**config.mk**
```make
export PLATFORM = sky130hd
export DESIGN_NAME = sdc_ctrl
export DESIGN_NICKNAME = d
export VERILOG_FILES = /design/src/shared/sdc_pkg.sv /design/src/hw/sdc_ctrl.sv
export VERILOG_INCLUDE_DIRS = /design/src /design/src/shared
export SDC_FILE = /design/constraint.sdc
export NUM_CORES = 1
export LEC_CHECK = 0
export BUFFER_PORTS_ARGS = -buffer_cell sky130_fd_sc_hd__buf_2
export CORE_MARGIN = 2
export CORE_UTILIZATION = 40
export CTS_BUF_LIST = sky130_fd_sc_hd__clkbuf_2
export CTS_CLUSTER_DIAMETER = 60
export DETAILED_ROUTE_END_ITERATION = 8
export PLACE_DENSITY = 0.7
export SETUP_SLACK_MARGIN = 0.3
export SLEW_MARGIN = 20
export SYNTH_ARGS = -nofsm -noshare
export SYNTH_HDL_FRONTEND = slang
export SYNTH_SLANG_ARGS = --single-unit
```
**constraint.sdc**
```tcl
create_clock -name clk -period 3.51 [get_ports clk]
set_input_delay 0.5265 -clock clk [delete_from_list [all_inputs] [get_ports clk]]
set_output_delay 0.5265 -clock clk [all_outputs]
set_load 0.01 [all_outputs]
```
**src/shared/sdc_defines.svh**
```systemverilog
// Register offsets, field positions and timing constants of the SDRAM controller.
// Behaviour
// - Column read/write command, A10 low, no auto-precharge.
// - Row activate with bank and row valid.
// - Precharge all banks with A10 high.
// - Mode loads use bank LL or LH.
// - Auto-refresh: CS, RAS, CAS low, WE high.
// - Refresh issued autonomously at programmed interval.
// - Self-refresh: refresh code while CKE falls.
// - Power-down: CKE falls with chip select high.
// - Selected idle cycle is a no-operation.
// - Inhibit holds CKE high, chip selects high.
// - Burst terminate ends the burst early.
// - Memory clock equals the system clock.
// - Inverted memory clock is also provided.
// - CKE low moves memory to low power.
// - Byte masks active-high on writes, ignored reads.
// - Banks from bus bits 20 and 21.
// - 16-bit port uses upper half-word.
// - Two chip selects, up to 256 MB.
// - CAS latency 2 or 3 (2.5 rounds up).
// - Address bit 10 qualifies commands.
`ifndef SDC_DEFINES_SVH
`define SDC_DEFINES_SVH

// Register offsets.
`define SDC_RA_W        12
`define SDC_OFS_CS0     12'h034
`define SDC_OFS_CS1     12'h038
`define SDC_OFS_CTRL    12'h104
`define SDC_OFS_MODE    12'h108
`define SDC_OFS_STAT    12'h10c
// Control register fields.
`define SDC_CTL_REF_EN  0
`define SDC_CTL_CL3     1
`define SDC_CTL_DDR     2
`define SDC_CTL_PORT16  3
`define SDC_CTL_SELF    4
`define SDC_CTL_NAP     5
`define SDC_CTL_MRS_GO  6
`define SDC_CTL_RI_LSB  16
`define SDC_CTL_RI_MSB  31
// Chip-select and mode register fields.
`define SDC_CS_BASE_LSB 20
`define SDC_CS_SIZE_MSB 4
`define SDC_CS_SIZE_MIN 5'h13
`define SDC_CS_SIZE_MAX 5'h1b
`define SDC_MODE_EXT    16
`define SDC_MODE_MSB    12
// Bus address map (conventional numbering).
`define SDC_BA_HI       11
`define SDC_BA_LO       10
`define SDC_COL_MSB     9
`define SDC_COL_LSB     2
`define SDC_ROW_MSB     24
`define SDC_ROW_LSB     12
`define SDC_HALF_MSB    31
`define SDC_HALF_LSB    16
`define SDC_A10         10
// Command codes as {ras_n, cas_n, we_n}.
`define SDC_C_NOP       3'h7
`define SDC_C_READ      3'h5
`define SDC_C_WRITE     3'h4
`define SDC_C_ACT       3'h3
`define SDC_C_BST       3'h6
`define SDC_C_PREALL    3'h2
`define SDC_C_MRS       3'h0
`define SDC_C_REF       3'h1
`define SDC_BA_LL       2'h0
`define SDC_BA_LH       2'h1
// Timing in ns and the clock rate in MHz.
`define SDC_CLK_MHZ     25
`define SDC_CLK_MAX_MHZ 132
`define SDC_T_RCD_NS    20
`define SDC_T_RP_NS     20
`define SDC_T_RFC_NS    70
`define SDC_T_MRD_NS    15
`define SDC_T_XSR_NS    120
`define SDC_CYC(ns)     ((((ns) * `SDC_CLK_MHZ) + 999) / 1000)
`define SDC_CL_SHORT    8'h02
`define SDC_CL_LONG     8'h03
`define SDC_SYNC_LAT    8'h02

`endif

```
**src/shared/sdc_pkg.sv**
```systemverilog
// Types shared by the SDRAM controller and its bench.
package sdc_pkg;

    // Memory command pins, registered as one word.
    typedef struct packed {
        logic        cke;
        logic [1:0]  cs_n;
        logic        ras_n;
        logic        cas_n;
        logic        we_n;
        logic [1:0]  ba;
        logic [12:0] ma;
    } sdc_cmd_s;

    // One system bus access request.
    typedef struct packed {
        logic        valid;
        logic        write;
        logic [31:0] addr;
        logic [31:0] wdata;
        logic [3:0]  be;
    } sdc_req_s;

    // Controller states, one-hot.
    typedef enum logic [11:0] {
        ST_IDLE = 12'h001,
        ST_ACT  = 12'h002,
        ST_RCD  = 12'h004,
        ST_COL  = 12'h008,
        ST_BST  = 12'h010,
        ST_CAS  = 12'h020,
        ST_PRE  = 12'h040,
        ST_RP   = 12'h080,
        ST_REF  = 12'h100,
        ST_MRS  = 12'h200,
        ST_WAIT = 12'h400,
        ST_LOW  = 12'h800
    } sdc_state_e;

    // Where to go once all banks are closed.
    typedef enum logic [1:0] {
        AF_IDLE = 2'h0,
        AF_REF  = 2'h1,
        AF_MRS  = 2'h2,
        AF_LOW  = 2'h3
    } sdc_after_e;

endpackage

```
**src/hw/sdc_ctrl.sv**
```systemverilog
// Two-chip-select SDR/DDR SDRAM command controller with register port.
//
// Our own choice: the address-and-strobe port.
`include "sdc_defines.svh"

module sdc_ctrl
    import sdc_pkg::*;
(
    // Clock and reset.
    input  wire logic                  clk,
    input  wire logic                  rst,
    // Register port.
    input  wire logic [`SDC_RA_W-1:0]  reg_addr,
    input  wire logic [31:0]           reg_wdata,
    input  wire logic                  reg_wr,
    input  wire logic                  reg_rd,
    output logic      [31:0]           reg_rdata,
    // System bus access side.
    input  wire sdc_req_s              req,
    output logic                       req_ready,
    output logic                       rsp_done,
    output logic                       rsp_err,
    output logic      [31:0]           rsp_rdata,
    // Memory pins.
    output logic                       mem_clk,
    output logic                       mem_clk_n,
    output sdc_cmd_s                   mem_cmd,
    output logic      [3:0]            mem_dqm,
    input  wire logic [31:0]           dq_in,
    output logic      [31:0]           dq_out,
    output logic                       dq_oe,
    input  wire logic [3:0]            dqs_in,
    output logic      [3:0]            dqs_out,
    output logic                       dqs_oe
);

    // ****************************************************************
    // Constants and helpers
    // ****************************************************************

    localparam logic [7:0] L_RCD = 8'(`SDC_CYC(`SDC_T_RCD_NS) - 1);
    localparam logic [7:0] L_RP  = 8'(`SDC_CYC(`SDC_T_RP_NS) - 1);
    localparam logic [7:0] L_RFC = 8'(`SDC_CYC(`SDC_T_RFC_NS) - 1);
    localparam logic [7:0] L_MRD = 8'(`SDC_CYC(`SDC_T_MRD_NS) - 1);
    localparam logic [7:0] L_XSR = 8'(`SDC_CYC(`SDC_T_XSR_NS) - 1);

    // Builds one command word.
    function automatic sdc_cmd_s mk(input logic cke, input logic [1:0] cs_n,
                                    input logic [2:0] code, input logic [1:0] ba,
                                    input logic [12:0] ma);
        sdc_cmd_s c;
        c.cke   = cke;
        c.cs_n  = cs_n;
        c.ras_n = code[2];
        c.cas_n = code[1];
        c.we_n  = code[0];
        c.ba    = ba;
        c.ma    = ma;
        return c;
    endfunction

    // Region hit: size code s covers 2^(s+1) bytes, base bits above must match.
    function automatic logic cs_hit(input logic [31:0] cfg, input logic [31:0] a);
        logic [4:0] sz;
        logic       ok;
        sz = cfg[`SDC_CS_SIZE_MSB:0];
        ok = (sz >= `SDC_CS_SIZE_MIN) && (sz <= `SDC_CS_SIZE_MAX);
        for (int i = `SDC_CS_BASE_LSB; i < 32; i++)
        begin
            if ((i > int'(sz)) && (cfg[i] != a[i]))
                ok = 1'b0;
        end
        return ok;
    endfunction

    // ****************************************************************
    // Registers and wires
    // ****************************************************************

    logic [31:0] ctrl_reg, cs0_reg, cs1_reg, mode_reg, rdata_reg;
    logic        mrs_pend_reg, mrs_pend_next, ref_due_reg, ref_due_next;
    logic [15:0] ref_cnt_reg, ref_cnt_next;
    sdc_state_e  state_reg, state_next;
    sdc_after_e  after_reg, after_next;
    logic [7:0]  wait_reg, wait_next;
    logic        low_self_reg, low_self_next;
    sdc_req_s    acc_reg;
    logic        cs1_sel_reg;
    sdc_cmd_s    cmd_reg, cmd_next;
    logic [31:0] dq_s1_reg, dq_s2_reg, dq_out_reg, rd_reg, rd_next;
    logic [3:0]  dqm_reg, dqm_next;
    logic        dq_oe_reg, dqs_oe_reg, done_reg, err_reg;

    // Register decode.
    wire         wr_cs0   = reg_wr && (reg_addr == `SDC_OFS_CS0);
    wire         wr_cs1   = reg_wr && (reg_addr == `SDC_OFS_CS1);
    wire         wr_ctrl  = reg_wr && (reg_addr == `SDC_OFS_CTRL);
    wire         wr_mode  = reg_wr && (reg_addr == `SDC_OFS_MODE);
    wire         mrs_go   = wr_ctrl && reg_wdata[`SDC_CTL_MRS_GO];
    wire [31:0]  stat     = {26'h0, cmd_reg.cke, low_self_reg, ref_due_reg,
                             mrs_pend_reg, state_reg != ST_IDLE, cs1_sel_reg};
    wire [31:0]  rd_sel   = (reg_addr == `SDC_OFS_CS0)  ? cs0_reg  :
                            (reg_addr == `SDC_OFS_CS1)  ? cs1_reg  :
                            (reg_addr == `SDC_OFS_CTRL) ? ctrl_reg :
                            (reg_addr == `SDC_OFS_MODE) ? mode_reg :
                            (reg_addr == `SDC_OFS_STAT) ? stat : 32'h0000_0000;

    // Control fields.
    wire [15:0]  ri       = ctrl_reg[`SDC_CTL_RI_MSB:`SDC_CTL_RI_LSB];
    wire         port16   = ctrl_reg[`SDC_CTL_PORT16];
    wire         lp_req   = ctrl_reg[`SDC_CTL_SELF] | ctrl_reg[`SDC_CTL_NAP];
    wire [7:0]   cl       = ctrl_reg[`SDC_CTL_CL3] ? `SDC_CL_LONG : `SDC_CL_SHORT;
    wire         ref_on   = ctrl_reg[`SDC_CTL_REF_EN] && (ri != 16'h0000);

    // Request acceptance and region decode.
    wire         hit0     = cs_hit(cs0_reg, req.addr);
    wire         hit1     = cs_hit(cs1_reg, req.addr);
    wire         idle_free = (state_reg == ST_IDLE) && !mrs_pend_reg
                             && !ref_due_reg && !lp_req;
    wire         take     = req.valid && idle_free;
    wire         wait_le1 = wait_reg <= 8'h01;
    wire [1:0]   cs_sel_n = cs1_sel_reg ? 2'h1 : 2'h2;
    wire         is_wr    = acc_reg.write;

    // Access address split; banks from bus bits 20:21 counted from the MSB.
    wire [1:0]   bank     = {acc_reg.addr[`SDC_BA_HI], acc_reg.addr[`SDC_BA_LO]};
    wire [12:0]  row      = acc_reg.addr[`SDC_ROW_MSB:`SDC_ROW_LSB];
    wire [12:0]  col      = {5'h00, acc_reg.addr[`SDC_COL_MSB:`SDC_COL_LSB]};
    wire [12:0]  a10_only = 13'h0001 << `SDC_A10;
    wire         rd_last  = (state_reg == ST_CAS) && wait_le1;

    // Refresh timer: due flag is set by the timer, set wins over clear.
    wire         ref_tick = ref_on && (ref_cnt_reg >= 16'(ri - 16'h0001));
    assign ref_cnt_next  = (!ref_on || ref_tick) ? 16'h0000 : 16'(ref_cnt_reg + 16'h0001);
    assign ref_due_next  = ref_tick | (ref_due_reg & (state_reg != ST_REF));
    assign mrs_pend_next = mrs_go | (mrs_pend_reg & (state_reg != ST_MRS));

    // Write data and masks; a 16-bit port carries the upper half-word.
    wire [31:0]  wdat     = port16 ? {16'h0000, acc_reg.wdata[`SDC_HALF_MSB:`SDC_HALF_LSB]}
                                   : acc_reg.wdata;
    wire [3:0]   wmask    = port16 ? {2'h3, ~acc_reg.be[3:2]} : ~acc_reg.be;
    wire         wr_beat  = (state_reg == ST_COL) && is_wr;
    assign dqm_next = wr_beat ? wmask : 4'h0;
    assign rd_next  = port16 ? {dq_s2_reg[15:0], 16'h0000} : dq_s2_reg;

    // ****************************************************************
    // Sequencer
    // ****************************************************************

    // Next state, command word and wait count.
    always_comb
    begin
        state_next    = state_reg;
        after_next    = after_reg;
        low_self_next = low_self_reg;
        wait_next     = (wait_reg != 8'h00) ? 8'(wait_reg - 8'h01) : 8'h00;
        cmd_next      = mk(1'b1, 2'h3, `SDC_C_NOP, 2'h0, 13'h0000);
        unique case (state_reg)
            ST_IDLE:
            begin
                if (mrs_pend_reg)
                begin
                    state_next = ST_PRE;
                    after_next = AF_MRS;
                end
                else if (ref_due_reg)
                begin
                    state_next = ST_PRE;
                    after_next = AF_REF;
                end
                else if (lp_req)
                begin
                    state_next = ST_PRE;
                    after_next = AF_LOW;
                end
                else if (take && (hit0 || hit1))
                    state_next = ST_ACT;
            end
            ST_ACT:
            begin
                cmd_next   = mk(1'b1, cs_sel_n, `SDC_C_ACT, bank, row);
                wait_next  = L_RCD;
                state_next = ST_RCD;
            end
            ST_RCD:
            begin
                cmd_next = mk(1'b1, cs_sel_n, `SDC_C_NOP, 2'h0, 13'h0000);
                if (wait_le1)
                    state_next = ST_COL;
            end
            ST_COL:
            begin
                cmd_next   = mk(1'b1, cs_sel_n, is_wr ? `SDC_C_WRITE : `SDC_C_READ,
                                bank, col);
                state_next = ST_BST;
            end
            ST_BST:
            begin
                cmd_next   = mk(1'b1, cs_sel_n, `SDC_C_BST, 2'h0, 13'h0000);
                wait_next  = 8'(cl + `SDC_SYNC_LAT);
                state_next = ST_CAS;
            end
            ST_CAS:
            begin
                cmd_next = mk(1'b1, cs_sel_n, `SDC_C_NOP, 2'h0, 13'h0000);
                if (wait_le1)
                begin
                    state_next = ST_PRE;
                    after_next = AF_IDLE;
                end
            end
            ST_PRE:
            begin
                cmd_next   = mk(1'b1, 2'h0, `SDC_C_PREALL, 2'h0, a10_only);
                wait_next  = L_RP;
                state_next = ST_RP;
            end
            ST_RP:
            begin
                if (wait_le1)
                begin
                    unique case (after_reg)
                        AF_IDLE: state_next = ST_IDLE;
                        AF_REF:  state_next = ST_REF;
                        AF_MRS:  state_next = ST_MRS;
                        AF_LOW:  state_next = ST_LOW;
                    endcase
                    low_self_next = ctrl_reg[`SDC_CTL_SELF];
                end
            end
            ST_REF:
            begin
                cmd_next   = mk(1'b1, 2'h0, `SDC_C_REF, 2'h0, 13'h0000);
                wait_next  = L_RFC;
                state_next = ST_WAIT;
            end
            ST_MRS:
            begin
                cmd_next   = mk(1'b1, 2'h0, `SDC_C_MRS,
                                mode_reg[`SDC_MODE_EXT] ? `SDC_BA_LH : `SDC_BA_LL,
                                mode_reg[`SDC_MODE_MSB:0]);
                wait_next  = L_MRD;
                state_next = ST_WAIT;
            end
            ST_WAIT:
            begin
                if (wait_le1)
                    state_next = ST_IDLE;
            end
            ST_LOW:
            begin
                if (cmd_reg.cke)
                    cmd_next = low_self_reg ? mk(1'b0, 2'h0, `SDC_C_REF, 2'h0, 13'h0000)
                                            : mk(1'b0, 2'h3, `SDC_C_NOP, 2'h0, 13'h0000);
                else if (!lp_req || (!low_self_reg && ref_due_reg))
                begin
                    wait_next  = L_XSR;
                    state_next = ST_WAIT;
                end
                else
                    cmd_next = mk(1'b0, 2'h3, `SDC_C_NOP, 2'h0, 13'h0000);
            end
        endcase
    end

    // Sequencer state and command pins.
    always_ff @(posedge clk)
    begin
        if (rst)
        begin
            state_reg    <= ST_IDLE;
            after_reg    <= AF_IDLE;
            wait_reg     <= 8'h00;
            low_self_reg <= 1'b0;
            cmd_reg      <= mk(1'b1, 2'h3, `SDC_C_NOP, 2'h0, 13'h0000);
        end
        else
        begin
            state_reg    <= state_next;
            after_reg    <= after_next;
            wait_reg     <= wait_next;
            low_self_reg <= low_self_next;
            cmd_reg      <= cmd_next;
        end
    end

    // Access capture, data path and answers.
    always_ff @(posedge clk)
    begin
        if (rst)
        begin
            acc_reg     <= '0;
            cs1_sel_reg <= 1'b0;
            dq_out_reg  <= 32'h0000_0000;
            dq_oe_reg   <= 1'b0;
            dqs_oe_reg  <= 1'b0;
            dqm_reg     <= 4'h0;
            rd_reg      <= 32'h0000_0000;
            done_reg    <= 1'b0;
            err_reg     <= 1'b0;
        end
        else
        begin
            if (take)
            begin
                acc_reg     <= req;
                cs1_sel_reg <= !hit0;
            end
            dq_out_reg <= wdat;
            dq_oe_reg  <= wr_beat;
            dqs_oe_reg <= wr_beat && ctrl_reg[`SDC_CTL_DDR];
            dqm_reg    <= dqm_next;
            if (rd_last && !is_wr)
                rd_reg <= rd_next;
            done_reg   <= rd_last || (take && !hit0 && !hit1);
            err_reg    <= take && !hit0 && !hit1;
        end
    end

    // Data input synchroniser: the first stage feeds only the second.
    always_ff @(posedge clk)
    begin
        if (rst)
        begin
            dq_s1_reg <= 32'h0000_0000;
            dq_s2_reg <= 32'h0000_0000;
        end
        else
        begin
            dq_s1_reg <= dq_in;
            dq_s2_reg <= dq_s1_reg;
        end
    end

    // Software registers, refresh timer and pending flags.
    always_ff @(posedge clk)
    begin
        if (rst)
        begin
            ctrl_reg     <= 32'h0000_0000;
            cs0_reg      <= 32'h0000_0000;
            cs1_reg      <= 32'h0000_0000;
            mode_reg     <= 32'h0000_0000;
            rdata_reg    <= 32'h0000_0000;
            mrs_pend_reg <= 1'b0;
            ref_due_reg  <= 1'b0;
            ref_cnt_reg  <= 16'h0000;
        end
        else
        begin
            if (wr_ctrl)
                ctrl_reg <= reg_wdata & ~(32'h1 << `SDC_CTL_MRS_GO);
            if (wr_cs0)
                cs0_reg <= reg_wdata & 32'hfff0_001f;
            if (wr_cs1)
                cs1_reg <= reg_wdata & 32'hfff0_001f;
            if (wr_mode)
                mode_reg <= reg_wdata & 32'h0001_1fff;
            rdata_reg    <= reg_rd ? rd_sel : 32'h0000_0000;
            mrs_pend_reg <= mrs_pend_next;
            ref_due_reg  <= ref_due_next;
            ref_cnt_reg  <= ref_cnt_next;
        end
    end

    // Outputs; the memory clock is the system clock and its inverse.
    assign mem_clk   = clk;
    assign mem_clk_n = ~clk;
    assign mem_cmd   = cmd_reg;
    assign mem_dqm   = dqm_reg;
    assign dq_out    = dq_out_reg;
    assign dq_oe     = dq_oe_reg;
    assign dqs_out   = 4'h0;
    assign dqs_oe    = dqs_oe_reg;
    assign req_ready = idle_free;
    assign rsp_done  = done_reg;
    assign rsp_err   = err_reg;
    assign rsp_rdata = rd_reg;
    assign reg_rdata = rdata_reg;

    // Tracks whether any row was opened since the last precharge.
    logic open_reg;
    wire  [2:0] pin_code = {mem_cmd.ras_n, mem_cmd.cas_n, mem_cmd.we_n};
    always_ff @(posedge clk)
    begin
        if (rst)
            open_reg <= 1'b0;
        else if (pin_code == `SDC_C_ACT && mem_cmd.cs_n != 2'h3)
            open_reg <= 1'b1;
        else if (pin_code == `SDC_C_PREALL && mem_cmd.cs_n == 2'h0)
            open_reg <= 1'b0;
    end
endmodule // sdc_ctrl

```
==> flow_summary_export.csv <==
group,metric,value,unit
sta,post-route-min-period,3150,ps
sta,finalSetupViolCount,0,
layout,fin_nets,2204,
worst_setup_path,end_kind,"register",
grt,grt_usage,0.218,
drt,vias_per_cell,5.03,
layout,largest_reg_flops,59,
power,ir_drop,271,µV
synthesis,synth.distinct_cells,66,
drt,wl_per_cell,16.0,µm
die,num_io_pins,286,
sta,fin_skew,215,ps
synthesis,synth.top_cell.area_share,0.525,
die,initial_utilization,0.407,
worst_setup_path,r2r-end,"ref_cnt_reg[5]",
worst_setup_path,reg2regPathDepth,13,
drt,drc,0,
grt,grt_pass1_vias,12500,
synthesis,synthTopCellsByCount,"dfxtp_1 (370), nand2_1 (309), a21oi_1 (162)",
sta,fin_hold_ws,113,ps
synthesis,synth_edf_count,0,
drt,drt_pass1_iterations,5,
synthesis,yosys.area.top_type,"dfxtp_1",
outcome,status,"finished clean",
die,placeableCoreArea,34600,µm²
synthesis,synth_area_leaders,"dfxtp_1 (53%), nand2_1 (8.2%), a21oi_1 (5.8%)",
die,rows,68,
clocking,cts_tree,"built",
sta,tightest_slew,802,ps
synthesis,ys_ff_latch,370,
sta,hold_viol,0,
worst_setup_path,path_class,"register to register",
drt,wirelength,40900,µm
worst_setup_path,critPathRequiredTime,4190,ps
worst_setup_path,worstPathArrival,3840,ps
sta,tns,0,ps
worst_hold_path,min_from,"reg_rd",
layout,multi_input_area,6340,µm²
flow_run,drv_cap,0,
layout,final_util,0.529,
sta,max_freq,317,MHz
grt,grt_overflow_total,0,
drt,drt_iter0_markers,888,
synthesis,async_reset_ff_frac,0,
worst_setup_path,cpPeakStageDelay,540,ps
grt,antenna_found_initial,7,
synthesis,synth_warnings,0,
worst_setup_path,cp_slowest_cell,"or4_4",
sta,max_slew_margin,0.464,
synthesis,synth_area,14100,µm²
worst_setup_path,crit_fanout,5,
placed_design,hpwl,26800,µm
placed_design,finalWeightedCongestion,0.852,
die,dieArea,36800,µm²
die,fp.dieH,192,µm
die,die_w,192,µm
synthesis,synthFlopType,"dfxtp_1",
drt,ant_nets,0,
layout,final_layout_size_suffix_gt1_frac,0.235,
drt,vias,12800,
worst_setup_path,r2r_slack,360,ps
synthesis,ys_seq_area_frac,0.525,
placed_design,io_buffers,275,
power,p_leak,7.75,nW
worst_setup_path,worstReg2RegStart,"ctrl_reg[19]",
power,cellPowerDensity,481,nW/µm²
synthesis,avgSynthCellArea,8.89,µm²
worst_setup_path,crit_chain,"or4_4 -> nor2_4 -> nand2_2 -> nor3_4 -> nand2b_1 -> nor4_2 -> xnor2_1 -> ha_1 -> a21o_1 -> a21o_1 -> a21oi_4 -> o211ai_4 -> nor2_1",
worst_hold_path,hold_path_end,"reg_rdata[8]",
sta,rsz0062_at_grt,"yes",
layout,syn2layout_area_growth,30.0,%
synthesis,synthCells,1586,
worst_setup_path,cp-start-kind,"register",
sta,fin_crit_sh,0.899,
grt,grt_pass1_wl,63600,µm
worst_hold_path,hold_depth,4,
layout,fill_cells,3163,
layout,seq_area,7410,µm²
sta,maxSlewViolCount,0,
synthesis,yosysMostFrequentCell,"dfxtp_1",
worst_setup_path,worst_path_most_repeated_cell,"a21o_1",
clocking,clk-insertion-delay-late,950,ps
worst_hold_path,hold_class,"input port to register",
clocking,clk_pin_slew,100,ps
grt,grt_max_degree,179,
## worst max-delay path, delay by kind of cell, from the launching register on
| family | cells | cell delay [ps] |
|---|---|---|
| simple gates | 7 | 1430 |
| compound gates | 4 | 670 |
| flops | 1 | 370 |
| fa+ha+maj | 1 | 260 |
| xor+xnor | 1 | 160 |
## power by group
group	internal (mW)	total [mW]	switching [mW]	leakage, nW
Sequential	4.39	4.51	0.118	3.01
Clock	1.52	3.28	1.76	0.702
Combinational	0.452	1.03	0.577	4.04
## worst max-delay path by stage
stage	slack (ps)	cells after the start	from	endpoint
global placement	190	13	ctrl_reg[19]	ref_cnt_reg[13]
floorplan	440	14	ctrl_reg[18]	ref_cnt_reg[10]
CTS	300	11	ctrl_reg[19]	ref_cnt_reg[5]
detailed placement	100	13	ctrl_reg[19]	ref_cnt_reg[2]
global route	150	13	ctrl_reg[19]	ref_cnt_reg[5]
finish	360	13	ctrl_reg[19]	ref_cnt_reg[5]
## kinds of logic (layout without fill, tap and decap cells)
group           after synthesis  count (layout)  synth area share
other cells                   1              11          0.000266
xor+xnor                     60              60            0.0373
mux                          53              53            0.0376
fa+ha+maj                    22              22            0.0192
compound gates              292             292             0.126
flops                       370             370             0.525
simple gates                672             672             0.221
buf+inv                     116             620            0.0333
## repair_timing
item                                    in CTS  in global routing
hold buffers                               123                  3
setup buffers                                2                  4
pin swaps                                    1                  8
endpoints found under the setup margin      19                 18
endpoints found under the hold margin      162                  4
resized for setup                           10                 15
## routing by layer
metal | vias to the layer above | track usage | part of all wire
met5 | - | 0 | 0.00027
met4 | 2 | 0.0817 | 0.020
met3 | 76 | 0.0707 | 0.088
met2 | 491 | 0.354 | 0.46
met1 | 5992 | 0.270 | 0.43
li1 | 6280 | - | -
## layout make-up
class	count	area share
sequential	370	0.404
multi-input combinational	1103	0.346
timing repair buffer	434	0.160
clock buffer	138	0.0383
tap	455	0.0311
clock inverter	28	0.0150
inverter	20	0.00410
antenna	7	0.000956
## layout by cell type (no fill, tap or decap), drive strengths merged, types with 7 or more instances in the layout
master	instances
mux2i	53
or4	8
clkbuf	137
nand3b	7
dlygate4sd3	126
buf	309
nor3	18
a21oi	162
inv	20
xor2	26
nor2b	70
nand2	309
nor2	142
a211oi	21
a21o	10
nand3	36
dfxtp	370
o21ai	28
a22oi	26
a222oi	11
clkinv	19
and2	31
diode	7
nand2b	11
ha	20
xnor2	34
## metrics by stage
stage	instances	setup WS (ps)	area, µm²	power (mW)
3_3_place_gp	2253	186	15900	5.50
6_report	2555	355	18300	8.82
4_1_cts	2541	295	18200	8.91
3_5_place_dp	2253	103	15900	5.54
5_1_grt	2551	150	18300	9.31
2_1_floorplan	1589	439	14100	5.21
No activity file was read; power rests on OpenSTA's default activity.
